==> src/inc/spl_pkg.sv <==
// Purpose: shared constants and types for the sector protection and lock logic
// Assumes: 24-bit serial addressing, one protection bit per 64 KB sector
// Notes:   every number used by the design files is named here once
package spl_pkg;

    // ---------------------------------------------------------------
    // serial command framing
    // ---------------------------------------------------------------
    localparam logic [7:0] OPC_RD_PROT = 8'h3C;    // read one sector's protection bit
    localparam logic [4:0] CNT_OPC_LAST = 5'h07;   // last opcode bit index
    localparam logic [4:0] CNT_ADDR_LAST = 5'h17;  // last of 24 address bits
    localparam int ADDR_BITS = 24;                 // address width on the wire
    localparam int SECT_LSB = 16;                  // 64 KB sector granularity
    localparam int SECT_W = 6;                     // 64 sectors

    // ---------------------------------------------------------------
    // first status byte layout
    // ---------------------------------------------------------------
    localparam int STAT_LOCK_POS = 7;              // stored lock bit
    localparam int STAT_GLB_HI = 5;                // global op field, top
    localparam int STAT_GLB_LO = 2;                // global op field, bottom
    localparam logic [3:0] GLB_UNPROT = 4'h0;      // all sectors to 0
    localparam logic [3:0] GLB_PROT = 4'hF;        // all sectors to 1

    // ---------------------------------------------------------------
    // reset values
    // ---------------------------------------------------------------
    localparam logic PROT_RST = 1'b1;              // sectors power up protected
    localparam logic LOCK_RST = 1'b0;              // lock bit powers up clear

    // ---------------------------------------------------------------
    // software protection summary codes
    // ---------------------------------------------------------------
    localparam logic [1:0] SWP_NONE = 2'h0;        // no sector protected
    localparam logic [1:0] SWP_SOME = 2'h1;        // some sectors protected
    localparam logic [1:0] SWP_ALL = 2'h3;         // every sector protected

    // ---------------------------------------------------------------
    // serial front-end states
    // ---------------------------------------------------------------
    typedef enum logic [1:0] {
        SPL_ST_OPC  = 2'b00,                       // collecting opcode
        SPL_ST_ADDR = 2'b01,                       // collecting address
        SPL_ST_DATA = 2'b10,                       // streaming protection byte
        SPL_ST_SKIP = 2'b11                        // foreign opcode, wait for deselect
    } spl_state_e;

endpackage

==> src/rtl/spl_prot_store.sv <==
// Purpose: sector protection bits, lock bit and locking decisions
// Assumes: command strobes are one-cycle pulses from the command decoder
// Notes:   summary is registered so the top can drive it straight from flops
`timescale 1ns/10ps
module spl_prot_store #(
    parameter int SECT_W = spl_pkg::SECT_W
) (
    input wire logic ref_clk_i,
    input wire logic resetn_i,
    input wire logic wp_n_i,
    input wire logic prot_sector_i,
    input wire logic unprot_sector_i,
    input wire logic [SECT_W-1:0] cmd_sector_i,
    input wire logic stat_wr_i,
    input wire logic [7:0] stat_data_i,
    input wire logic [SECT_W-1:0] rd_sector_i,
    output logic rd_bit_o,
    output logic lock_o,
    output logic hw_lock_o,
    output logic [1:0] summary_o
);
    localparam int NS = 1 << SECT_W;

    logic [NS-1:0] prot_q, prot_d;   // one protection bit per sector
    logic lock_q, lock_d;            // protection registers lock bit
    logic hw_q, hw_d;                // hardware lock state
    logic [1:0] swp_q, swp_d;        // registered summary
    logic hw_now;                    // hardware lock this cycle
    logic [3:0] glb;                 // decoded global op field

    // ---------------------------------------------------------------
    // next-state of protection and lock
    // ---------------------------------------------------------------
    always_comb begin
        prot_d = prot_q;
        lock_d = lock_q;
        hw_now = !wp_n_i && lock_q;
        glb = stat_data_i[spl_pkg::STAT_GLB_HI:spl_pkg::STAT_GLB_LO];
        if (hw_now) begin
            // everything frozen, all commands ignored
        end else if (stat_wr_i) begin
            lock_d = stat_data_i[spl_pkg::STAT_LOCK_POS];  // only bit 7 stored
            if (!lock_q) begin
                // unlocked: global op allowed, also on 0->1
                if (glb == spl_pkg::GLB_UNPROT) begin
                    prot_d = '0;
                end else if (glb == spl_pkg::GLB_PROT) begin
                    prot_d = '1;
                end
            end
            // soft-locked: clearing lock never does global
        end else if (!lock_q) begin
            // sector commands only while unlocked
            if (prot_sector_i) begin
                prot_d[cmd_sector_i] = 1'b1;
            end else if (unprot_sector_i) begin
                prot_d[cmd_sector_i] = 1'b0;
            end
        end
        hw_d = !wp_n_i && lock_d;
        // summary of all / some / none
        if (&prot_d) begin
            swp_d = spl_pkg::SWP_ALL;
        end else if (|prot_d) begin
            swp_d = spl_pkg::SWP_SOME;
        end else begin
            swp_d = spl_pkg::SWP_NONE;
        end
    end

    // ---------------------------------------------------------------
    // registers; power-up protected and unlocked
    // ---------------------------------------------------------------
    always_ff @(posedge ref_clk_i or negedge resetn_i) begin
        if (!resetn_i) begin
            prot_q <= {NS{spl_pkg::PROT_RST}};
            lock_q <= spl_pkg::LOCK_RST;
            hw_q <= 1'b0;
            swp_q <= spl_pkg::SWP_ALL;
        end else begin
            prot_q <= prot_d;
            lock_q <= lock_d;
            hw_q <= hw_d;
            swp_q <= swp_d;
        end
    end

    // stored bit only, wp pin plays no part
    assign rd_bit_o = prot_q[rd_sector_i];
    assign lock_o = lock_q;
    assign hw_lock_o = hw_q;
    assign summary_o = swp_q;

    // ---------------------------------------------------------------
    // checks
    // ---------------------------------------------------------------
    AST_HW_FREEZE: assert property (@(posedge ref_clk_i) disable iff (!resetn_i)
        (!wp_n_i && lock_q) |=> ($stable(prot_q) && lock_q))
        else $error("hardware lock let protection or lock change");
    AST_SOFT_NO_SECT: assert property (@(posedge ref_clk_i) disable iff (!resetn_i)
        (lock_q && !stat_wr_i && (prot_sector_i || unprot_sector_i)) |=> $stable(prot_q))
        else $error("sector command accepted while locked");
    AST_UNLOCK_NO_GLOBAL: assert property (@(posedge ref_clk_i) disable iff (!resetn_i)
        (lock_q && stat_wr_i) |=> $stable(prot_q))
        else $error("global op performed while locked");
    AST_GLOBAL_PROT: assert property (@(posedge ref_clk_i) disable iff (!resetn_i)
        (!lock_q && stat_wr_i && glb == spl_pkg::GLB_PROT)
        |=> (&prot_q && lock_q == $past(stat_data_i[spl_pkg::STAT_LOCK_POS])))
        else $error("global protect not applied");
    AST_SUMMARY: assert property (@(posedge ref_clk_i) disable iff (!resetn_i)
        ##1 (summary_o == ((&prot_q) ? spl_pkg::SWP_ALL : ((|prot_q) ? spl_pkg::SWP_SOME : spl_pkg::SWP_NONE))))
        else $error("protection summary wrong");
    COV_GLOBAL_UNPROT: cover property (@(posedge ref_clk_i) disable iff (!resetn_i)
        !lock_q && stat_wr_i && glb == spl_pkg::GLB_UNPROT ##1 prot_q == '0);
    COV_HW_LOCK: cover property (@(posedge ref_clk_i) disable iff (!resetn_i)
        hw_q && stat_wr_i);

endmodule

==> src/rtl/spl_sector_protect_lock.sv <==
// Purpose: serial read-back of a sector's protection bit plus lock logic
// Assumes: all inputs synchronous to ref_clk_i; sck_i is sampled, not a clock
// Notes:   protect, unprotect and status write arrive as decoded strobes
//
// Function
// - opcode 3Ch plus three address bytes
// - drive output every clock after address
// - byte all ones or zeros per bit
// - deselect ends read, output released
// - read-back ignores write-protect pin level
// - summary shows all, some, none protected
// - hardware lock needs pin low, lock set
// - hardware lock freezes bits and writes
// - clearing lock performs no global op
// - lock clears by reset or by status write unless hw locked
// - power-up all protected, lock clear
// - lock set ignores sector commands
// - setting lock may do global op
// - lock clear leaves everything modifiable
// - locked states refuse global operations
// - store bit 7, decode bits 5-2
`timescale 1ns/10ps
module spl_sector_protect_lock #(
    parameter int SECT_W = spl_pkg::SECT_W
) (
    input wire logic ref_clk_i,
    input wire logic resetn_i,
    input wire logic cs_n_i,
    input wire logic sck_i,
    input wire logic si_i,
    input wire logic wp_n_i,
    input wire logic prot_sector_i,
    input wire logic unprot_sector_i,
    input wire logic [SECT_W-1:0] cmd_sector_i,
    input wire logic stat_wr_i,
    input wire logic [7:0] stat_data_i,
    output logic so_o,
    output logic so_oe_o,
    output logic protection_regs_lock_bit_o,
    output logic hw_locked_o,
    output logic [1:0] software_protect_summary_o
);

    // ---------------------------------------------------------------
    // elaboration checks
    // ---------------------------------------------------------------
    // sector field must fit inside the 24-bit address
    if (SECT_W < 1 || spl_pkg::SECT_LSB + SECT_W > spl_pkg::ADDR_BITS) begin : g_bad_sect
        $error("SECT_W does not fit the serial address");
    end

    // ---------------------------------------------------------------
    // declarations
    // ---------------------------------------------------------------
    spl_pkg::spl_state_e st_q, st_d;         // serial front-end state
    logic [4:0] cnt_q, cnt_d;                // bit counter within a field
    logic [23:0] sr_q, sr_d;                 // incoming shift register
    logic [SECT_W-1:0] sect_q, sect_d;       // latched sector index
    logic sck_q, sck_d;                      // previous sampled sck
    logic so_q, so_d;                        // serial output data
    logic oe_q, oe_d;                        // serial output enable
    logic sck_rise;                          // sample edge
    logic sck_fall;                          // drive edge
    logic rd_bit;                            // stored bit of latched sector
    logic lock_bit;                          // lock bit from the store
    logic hw_lock;                           // hardware lock from the store
    logic [1:0] software_protect_summary;                         // summary from the store

    // ---------------------------------------------------------------
    // sck edge detection on the reference clock
    // ---------------------------------------------------------------
    // works for both idle levels of sck
    assign sck_rise = sck_i && !sck_q;
    assign sck_fall = !sck_i && sck_q;

    // ---------------------------------------------------------------
    // serial front-end next state
    // ---------------------------------------------------------------
    always_comb begin
        st_d = st_q;
        cnt_d = cnt_q;
        sr_d = sr_q;
        sect_d = sect_q;
        so_d = so_q;
        oe_d = oe_q;
        sck_d = sck_i;
        if (cs_n_i) begin
            // deselected: abort any frame, release output
            st_d = spl_pkg::SPL_ST_OPC;
            cnt_d = '0;
            oe_d = 1'b0;
            so_d = 1'b0;
        end else begin
            if (sck_rise) begin
                // sample input on rising edge
                sr_d = {sr_q[22:0], si_i};
                unique case (st_q)
                    spl_pkg::SPL_ST_OPC: begin
                        if (cnt_q == spl_pkg::CNT_OPC_LAST) begin
                            cnt_d = '0;
                            // only the protection read is served here
                            if (sr_d[7:0] == spl_pkg::OPC_RD_PROT) begin
                                st_d = spl_pkg::SPL_ST_ADDR;
                            end else begin
                                st_d = spl_pkg::SPL_ST_SKIP;
                            end
                        end else begin
                            cnt_d = cnt_q + 5'h01;
                        end
                    end
                    spl_pkg::SPL_ST_ADDR: begin
                        if (cnt_q == spl_pkg::CNT_ADDR_LAST) begin
                            cnt_d = '0;
                            st_d = spl_pkg::SPL_ST_DATA;
                            // upper address bits pick the sector
                            sect_d = sr_d[spl_pkg::SECT_LSB +: SECT_W];
                        end else begin
                            cnt_d = cnt_q + 5'h01;
                        end
                    end
                    spl_pkg::SPL_ST_DATA: begin
                        // further input ignored while streaming
                    end
                    spl_pkg::SPL_ST_SKIP: begin
                        // foreign command, wait for deselect
                    end
                endcase
            end
            if (sck_fall && st_q == spl_pkg::SPL_ST_DATA) begin
                // each falling edge drives the next bit: a constant
                // bit repeats as an all-ones or all-zeros byte
                so_d = rd_bit;
                oe_d = 1'b1;
            end
        end
    end

    // ---------------------------------------------------------------
    // serial front-end registers
    // ---------------------------------------------------------------
    always_ff @(posedge ref_clk_i or negedge resetn_i) begin
        if (!resetn_i) begin
            st_q <= spl_pkg::SPL_ST_OPC;
            cnt_q <= '0;
            sr_q <= '0;
            sect_q <= '0;
            sck_q <= 1'b0;
            so_q <= 1'b0;
            oe_q <= 1'b0;
        end else begin
            st_q <= st_d;
            cnt_q <= cnt_d;
            sr_q <= sr_d;
            sect_q <= sect_d;
            sck_q <= sck_d;
            so_q <= so_d;
            oe_q <= oe_d;
        end
    end

    // ---------------------------------------------------------------
    // protection bits and locking
    // ---------------------------------------------------------------
    spl_prot_store #(
        .SECT_W(SECT_W)
    ) u_store (
        .ref_clk_i(ref_clk_i),
        .resetn_i(resetn_i),
        .wp_n_i(wp_n_i),
        .prot_sector_i(prot_sector_i),
        .unprot_sector_i(unprot_sector_i),
        .cmd_sector_i(cmd_sector_i),
        .stat_wr_i(stat_wr_i),
        .stat_data_i(stat_data_i),
        .rd_sector_i(sect_q),
        .rd_bit_o(rd_bit),
        .lock_o(lock_bit),
        .hw_lock_o(hw_lock),
        .summary_o(software_protect_summary)
    );

    // ---------------------------------------------------------------
    // outputs, all from flops
    // ---------------------------------------------------------------
    assign so_o = so_q;
    assign so_oe_o = oe_q;
    assign protection_regs_lock_bit_o = lock_bit;   // lock_q inside the store
    assign hw_locked_o = hw_lock;                   // hw_q inside the store
    assign software_protect_summary_o = software_protect_summary;        // swp_q inside the store

    // ---------------------------------------------------------------
    // checks
    // ---------------------------------------------------------------
    // deselect releases the output on the next cycle
    AST_SO_RELEASE: assert property (@(posedge ref_clk_i) disable iff (!resetn_i)
        cs_n_i |=> (!so_oe_o && st_q == spl_pkg::SPL_ST_OPC))
        else $error("output still driven after deselect");

    // last address bit moves the front-end to streaming
    AST_ADDR_DONE: assert property (@(posedge ref_clk_i) disable iff (!resetn_i)
        (!cs_n_i && sck_rise && st_q == spl_pkg::SPL_ST_ADDR && cnt_q == spl_pkg::CNT_ADDR_LAST)
        |=> (st_q == spl_pkg::SPL_ST_DATA && sect_q == $past(sr_q[spl_pkg::SECT_LSB-1 +: SECT_W])))
        else $error("address phase did not end after 24 bits");

    // every falling edge in streaming drives the stored bit
    AST_DRIVE_BIT: assert property (@(posedge ref_clk_i) disable iff (!resetn_i)
        (!cs_n_i && sck_fall && st_q == spl_pkg::SPL_ST_DATA) |=> (so_oe_o && so_o == $past(rd_bit)))
        else $error("protection bit not driven on falling edge");

    // output only ever enabled while streaming and selected
    AST_OE_ONLY_DATA: assert property (@(posedge ref_clk_i) disable iff (!resetn_i)
        so_oe_o |-> ($past(st_q) == spl_pkg::SPL_ST_DATA && !$past(cs_n_i))
        && (so_o == u_store.prot_q[sect_q]))
        else $error("output driven outside a protection read");

    COV_READ_STREAM: cover property (@(posedge ref_clk_i) disable iff (!resetn_i)
        so_oe_o ##1 cs_n_i ##1 !so_oe_o);
    COV_FOREIGN_OPC: cover property (@(posedge ref_clk_i) disable iff (!resetn_i)
        st_q == spl_pkg::SPL_ST_SKIP);

endmodule
==> config.mk <==
export PLATFORM = sky130hd
export DESIGN_NAME = spl_sector_protect_lock
export DESIGN_NICKNAME = d
export VERILOG_FILES = /design/src/inc/spl_pkg.sv /design/src/rtl/spl_prot_store.sv /design/src/rtl/spl_sector_protect_lock.sv
export SDC_FILE = /design/constraint.sdc
export NUM_CORES = 1
export LEC_CHECK = 0
export ABC_CLOCK_PERIOD_IN_PS = 3000
export BUFFER_PORTS_ARGS = -buffer_cell sky130_fd_sc_hd__buf_2
export CELL_PAD_IN_SITES_DETAIL_PLACEMENT = 0
export CELL_PAD_IN_SITES_GLOBAL_PLACEMENT = 1
export CORE_MARGIN = 5
export CORE_UTILIZATION = 49
export CTS_CLUSTER_DIAMETER = 60
export CTS_CLUSTER_SIZE = 25
export DETAILED_ROUTE_END_ITERATION = 6
export PLACE_DENSITY = 0.8
export SLEW_MARGIN = 20
export SYNTH_ARGS = -nofsm -noshare
export SYNTH_HDL_FRONTEND = slang
export SYNTH_HIERARCHICAL = 1
export SYNTH_SLANG_ARGS = --single-unit
==> constraint.sdc <==
create_clock -name ref_clk_i -period 3 [get_ports ref_clk_i]
set_input_delay 0.15 -clock ref_clk_i [delete_from_list [all_inputs] [get_ports ref_clk_i]]
set_output_delay 0.15 -clock ref_clk_i [all_outputs]
set_load 0.05 [all_outputs]
==> flow_summary.yaml <==
critical_path:
  worst_ep_required_time_ns: 3.23
  crit-reg2reg-launch: "u_store/lock_o$_DFF_PN0_"
  criticalPathCategory: "flip-flop to flip-flop"
  arrival_ns: 3.01
  critical_path.most_common_cell: "sky130_fd_sc_hd__nand4_1"
  worst-path-max-fanout: 62
  crit_slowest_cell: "sky130_fd_sc_hd__nor4_1"
  path_cells: "or2_2 > buf_12 > nor3_1 > a211oi_1 > nand4_1 > nor4_1 > nand4_1"
  cp.buffers_inverters: 1
  r2r-end: "u_store/summary_o[0]$_DFF_PN1_"
  crit_family: "simple AND/OR/NAND/NOR gates"
  total_stage_count_of_the_critical_path: 7
  critical_path.startpoint_type: "flip-flop"
  critical_path.max_stage_delay_ns: 0.58
  setup.worst_path.end: "u_store/summary_o[0]$_DFF_PN1_"
  setup.reg_to_reg.worst_slack_ns: 0.22
  critical_path.startpoint: "u_store/lock_o$_DFF_PN0_"
  crit_path_end_kind: "flip-flop"
  r2r_cells: 7
synthesis:
  post-synth-top-area-cell: "sky130_fd_sc_hd__dfstp_2"
  synth_warnings: 6
  synth_edf_count: 0
  ys_seq_elements: 105
  synth_cells: 697
  count_of_cell_types_in_the_netlist: 53
  post_synth.cell_area_avg_um2: 9.83
  synthesis.area_mm2: 0.00685
  async_reset_ff_share_pct: 100
  synth_top_flop_cell: "sky130_fd_sc_hd__dfstp_2"
  synth.top_cells.by_area: "sky130_fd_sc_hd__dfstp_2 (25%), sky130_fd_sc_hd__dfrtp_1 (14%), sky130_fd_sc_hd__a211oi_1 (11%)"
  ys_seq_area_share_pct: 39.6
  synth_top_area_share_pct: 25.3
  synth_fp_nets: 721
worst_hold_path:
  worst_hold_path_type: "primary input to flip-flop"
  whs_path_depth: 2
floorplanning:
  die_h_um: 128
  die_x_um: 128
  floorplan.io_pins: 29
  initial_utilization_pct: 49.7
  placementRows: 43
  die-area_mm2: 0.0164
  core_area_mm2: 0.0138
timing:
  tightest_slew_ns: 0.715
  setup_total_negative_slack_ns: 0
  period_minus_slack_ns: 2.78
  finalHoldViolations: 0
  timing.clock.skew_ns: 0.00947
  setup_violations: 0
  timing.final.crit_share_pct: 92.6
  slew-limit-headroom_pct: 52.4
  max_clock_freq_mhz: 360
  hold_ws_ns: 0.0351
  setup_repair_after_global_routing_missed_its_margin: "no"
  timing.final.max_slew_violations: 0
layout:
  final_nets: 725
  antenna_cells: 0
  final-seq-area_mm2: 0.00271
  most-common-layout-cells: "sky130_fd_sc_hd__inv_1 (100), sky130_fd_sc_hd__a211oi_1 (96), sky130_fd_sc_hd__nor3_1 (66), sky130_fd_sc_hd__dfstp_2 (66), sky130_fd_sc_hd__dfrtp_1 (38)"
  drive_gt1_share_pct: 25.9
  final_core_util_pct: 54.7
  number_of_standard_cells_in_the_final_layout_excluding_fillers: 886
  areaGrowthSynthToFinish_pct: 9.95
  fillCellCount: 1231
  multi_input_combinational_cell_area_mm2: 0.00346
  layout.cells.most_common: "sky130_fd_sc_hd__inv_1"
drt:
  wl_per_cell_um: 22.2
  vias_per_cell: 6.66
  remaining_drc_errors: 0
  drt-total-wl_mm: 19.7
  drt-pass1-iter-count: 6
  drtIter0Drc: 811
  drtAntennaViolNets: 0
  dr_total_vias: 5899
global_route:
  overflow: 0
  grt_pass1_wl_mm: 31.8
  number_of_global_route_vias_before_repair: 5754
  grtUsageTotal_pct: 24.5
  grt_start_max_net_pins: 78
  number_of_antenna_violations_at_the_first_check_in_global_routing: 0
clock_network:
  path_clk_slew_ns: 0.07
  clockBufferDepth: 2
  tritoncts: "built"
  cts_post_setup_buffers_inserted: 0
  clockRootBuffer: "sky130_fd_sc_hd__clkbuf_16"
  cts_repair_resize_count: 0
  cts_buffers: 9
  clock-sinks: 105
  clk_latency_ns: 0.36
  cts_max_level: 3
placement:
  placement.io_buffers: 25
  final_weighted_congestion_of_routability_driven_global_placement: 0.892
  hpwl_mm: 12.8
  dpl.cell_count: 867
power_and_ir_drop:
  p_leak_nw: 3.34
  irDropWorstVdd_uv: 327
  power.density_mw_per_mm2: 660
status:
  outcome: "completed"
run:
  cap_violations: 0
==> worst min-delay path by stage <==
stage	from	endpoint	slack, ns
3_5_place_dp	sck_i	sck_q$_DFF_PN0_	0.30
2_1_floorplan	resetn_i	cnt_q[0]$_DFFE_PN0P_	-0.15
5_1_grt	si_i	sr_q[0]$_DFFE_PN0P_	0.02
4_1_cts	si_i	sr_q[0]$_DFFE_PN0P_	0.03
6_report	si_i	sr_q[0]$_DFFE_PN0P_	0.04
3_3_place_gp	sck_i	sck_q$_DFF_PN0_	0.30
==> sequential cells by signal, indices dropped and copies added, names as in the netlist <==
name and cells:
cnt_q 5, sck_q 1, sect_q 6, so_o 1
so_oe_o 1, sr_q 21, st_q 2, u_store/hw_lock_o 1
u_store/lock_o 1, u_store/prot_q 64, u_store/summary_o 2
==> through the flow <==
| step | instance area [µm²] | total power [W] | setup slack [ns] |
|---|---|---|---|
| detailed placement | 7210 | 0.00379 | 0.316 |
| CTS | 7530 | 0.00498 | 0.412 |
| finish | 7530 | 0.00498 | 0.222 |
| floorplan | 6850 | 0.00331 | 0.587 |
| global placement | 7210 | 0.00372 | 0.328 |
| global route | 7530 | 0.00527 | 0.215 |
==> per-layer routing <==
layer / wire [µm] / track usage (%)
met1: 8820 / 34.2
met2: 9270 / 38.9
met3: 1000 / 3.13
met4: 603 / 9.55
met5: 0 / 0
==> worst reg2reg max path, delay by kind of cell, from the launching register on <==
kind | cells | cell delay (ns)
AO/OA/AOI/OAI | 1 | 0.49
buffers and inverters | 1 | 0.32
flip-flops | 1 | 0.39
AND/OR/NAND/NOR | 5 | 1.46
==> cells by family (layout without fill, tap and decap cells) <==
family	after synthesis	in the layout	synth area share [%]
muxes	50	50	12.3
and+or+nand+nor	169	169	15.5
adders and majority gates	1	1	0.183
buffers and inverters	166	175	9.97
xor gates and xnor gates	1	1	0.128
AOI/OAI and AO/OA	205	205	22.4
DFF	105	105	39.6
==> cell type report <==
| cell class | count | area share [%] |
|---|---|---|
| repair buffers | 59 | 6.23 |
| well taps | 180 | 2.99 |
| flip-flops and latches | 105 | 36.0 |
| clock inverters | 6 | 0.664 |
| multi-input cells | 426 | 46.0 |
| clock buffers | 10 | 3.17 |
| inverters | 100 | 4.98 |
==> power breakdown <==
group	internal (W)	switching [W]
Sequential	0.00200	0.000248
Combinational	0.000666	0.000899
Clock	0.000595	0.000569
==> synth_stat cells (9+ instances only) <==
cell                         n
sky130_fd_sc_hd__dfstp_2    66
sky130_fd_sc_hd__mux4_2      9
sky130_fd_sc_hd__nor4_1     22
sky130_fd_sc_hd__o21bai_1   32
sky130_fd_sc_hd__mux2_2     28
sky130_fd_sc_hd__buf_2      24
sky130_fd_sc_hd__a211oi_1   96
sky130_fd_sc_hd__o21ai_0    33
sky130_fd_sc_hd__dfrtp_1    39
sky130_fd_sc_hd__mux4_1     12
sky130_fd_sc_hd__nor3_1     66
sky130_fd_sc_hd__o211a_1    32
sky130_fd_sc_hd__clkbuf_1   32
sky130_fd_sc_hd__nand4_1    24
sky130_fd_sc_hd__inv_1     100
==> timing repair <==
item / CTS / global route
setup endpoints to repair: 0 / 0
hold endpoints to repair: 32 / 0
hold buffers: 3 / 0
(Power assumes the default switching activity.)
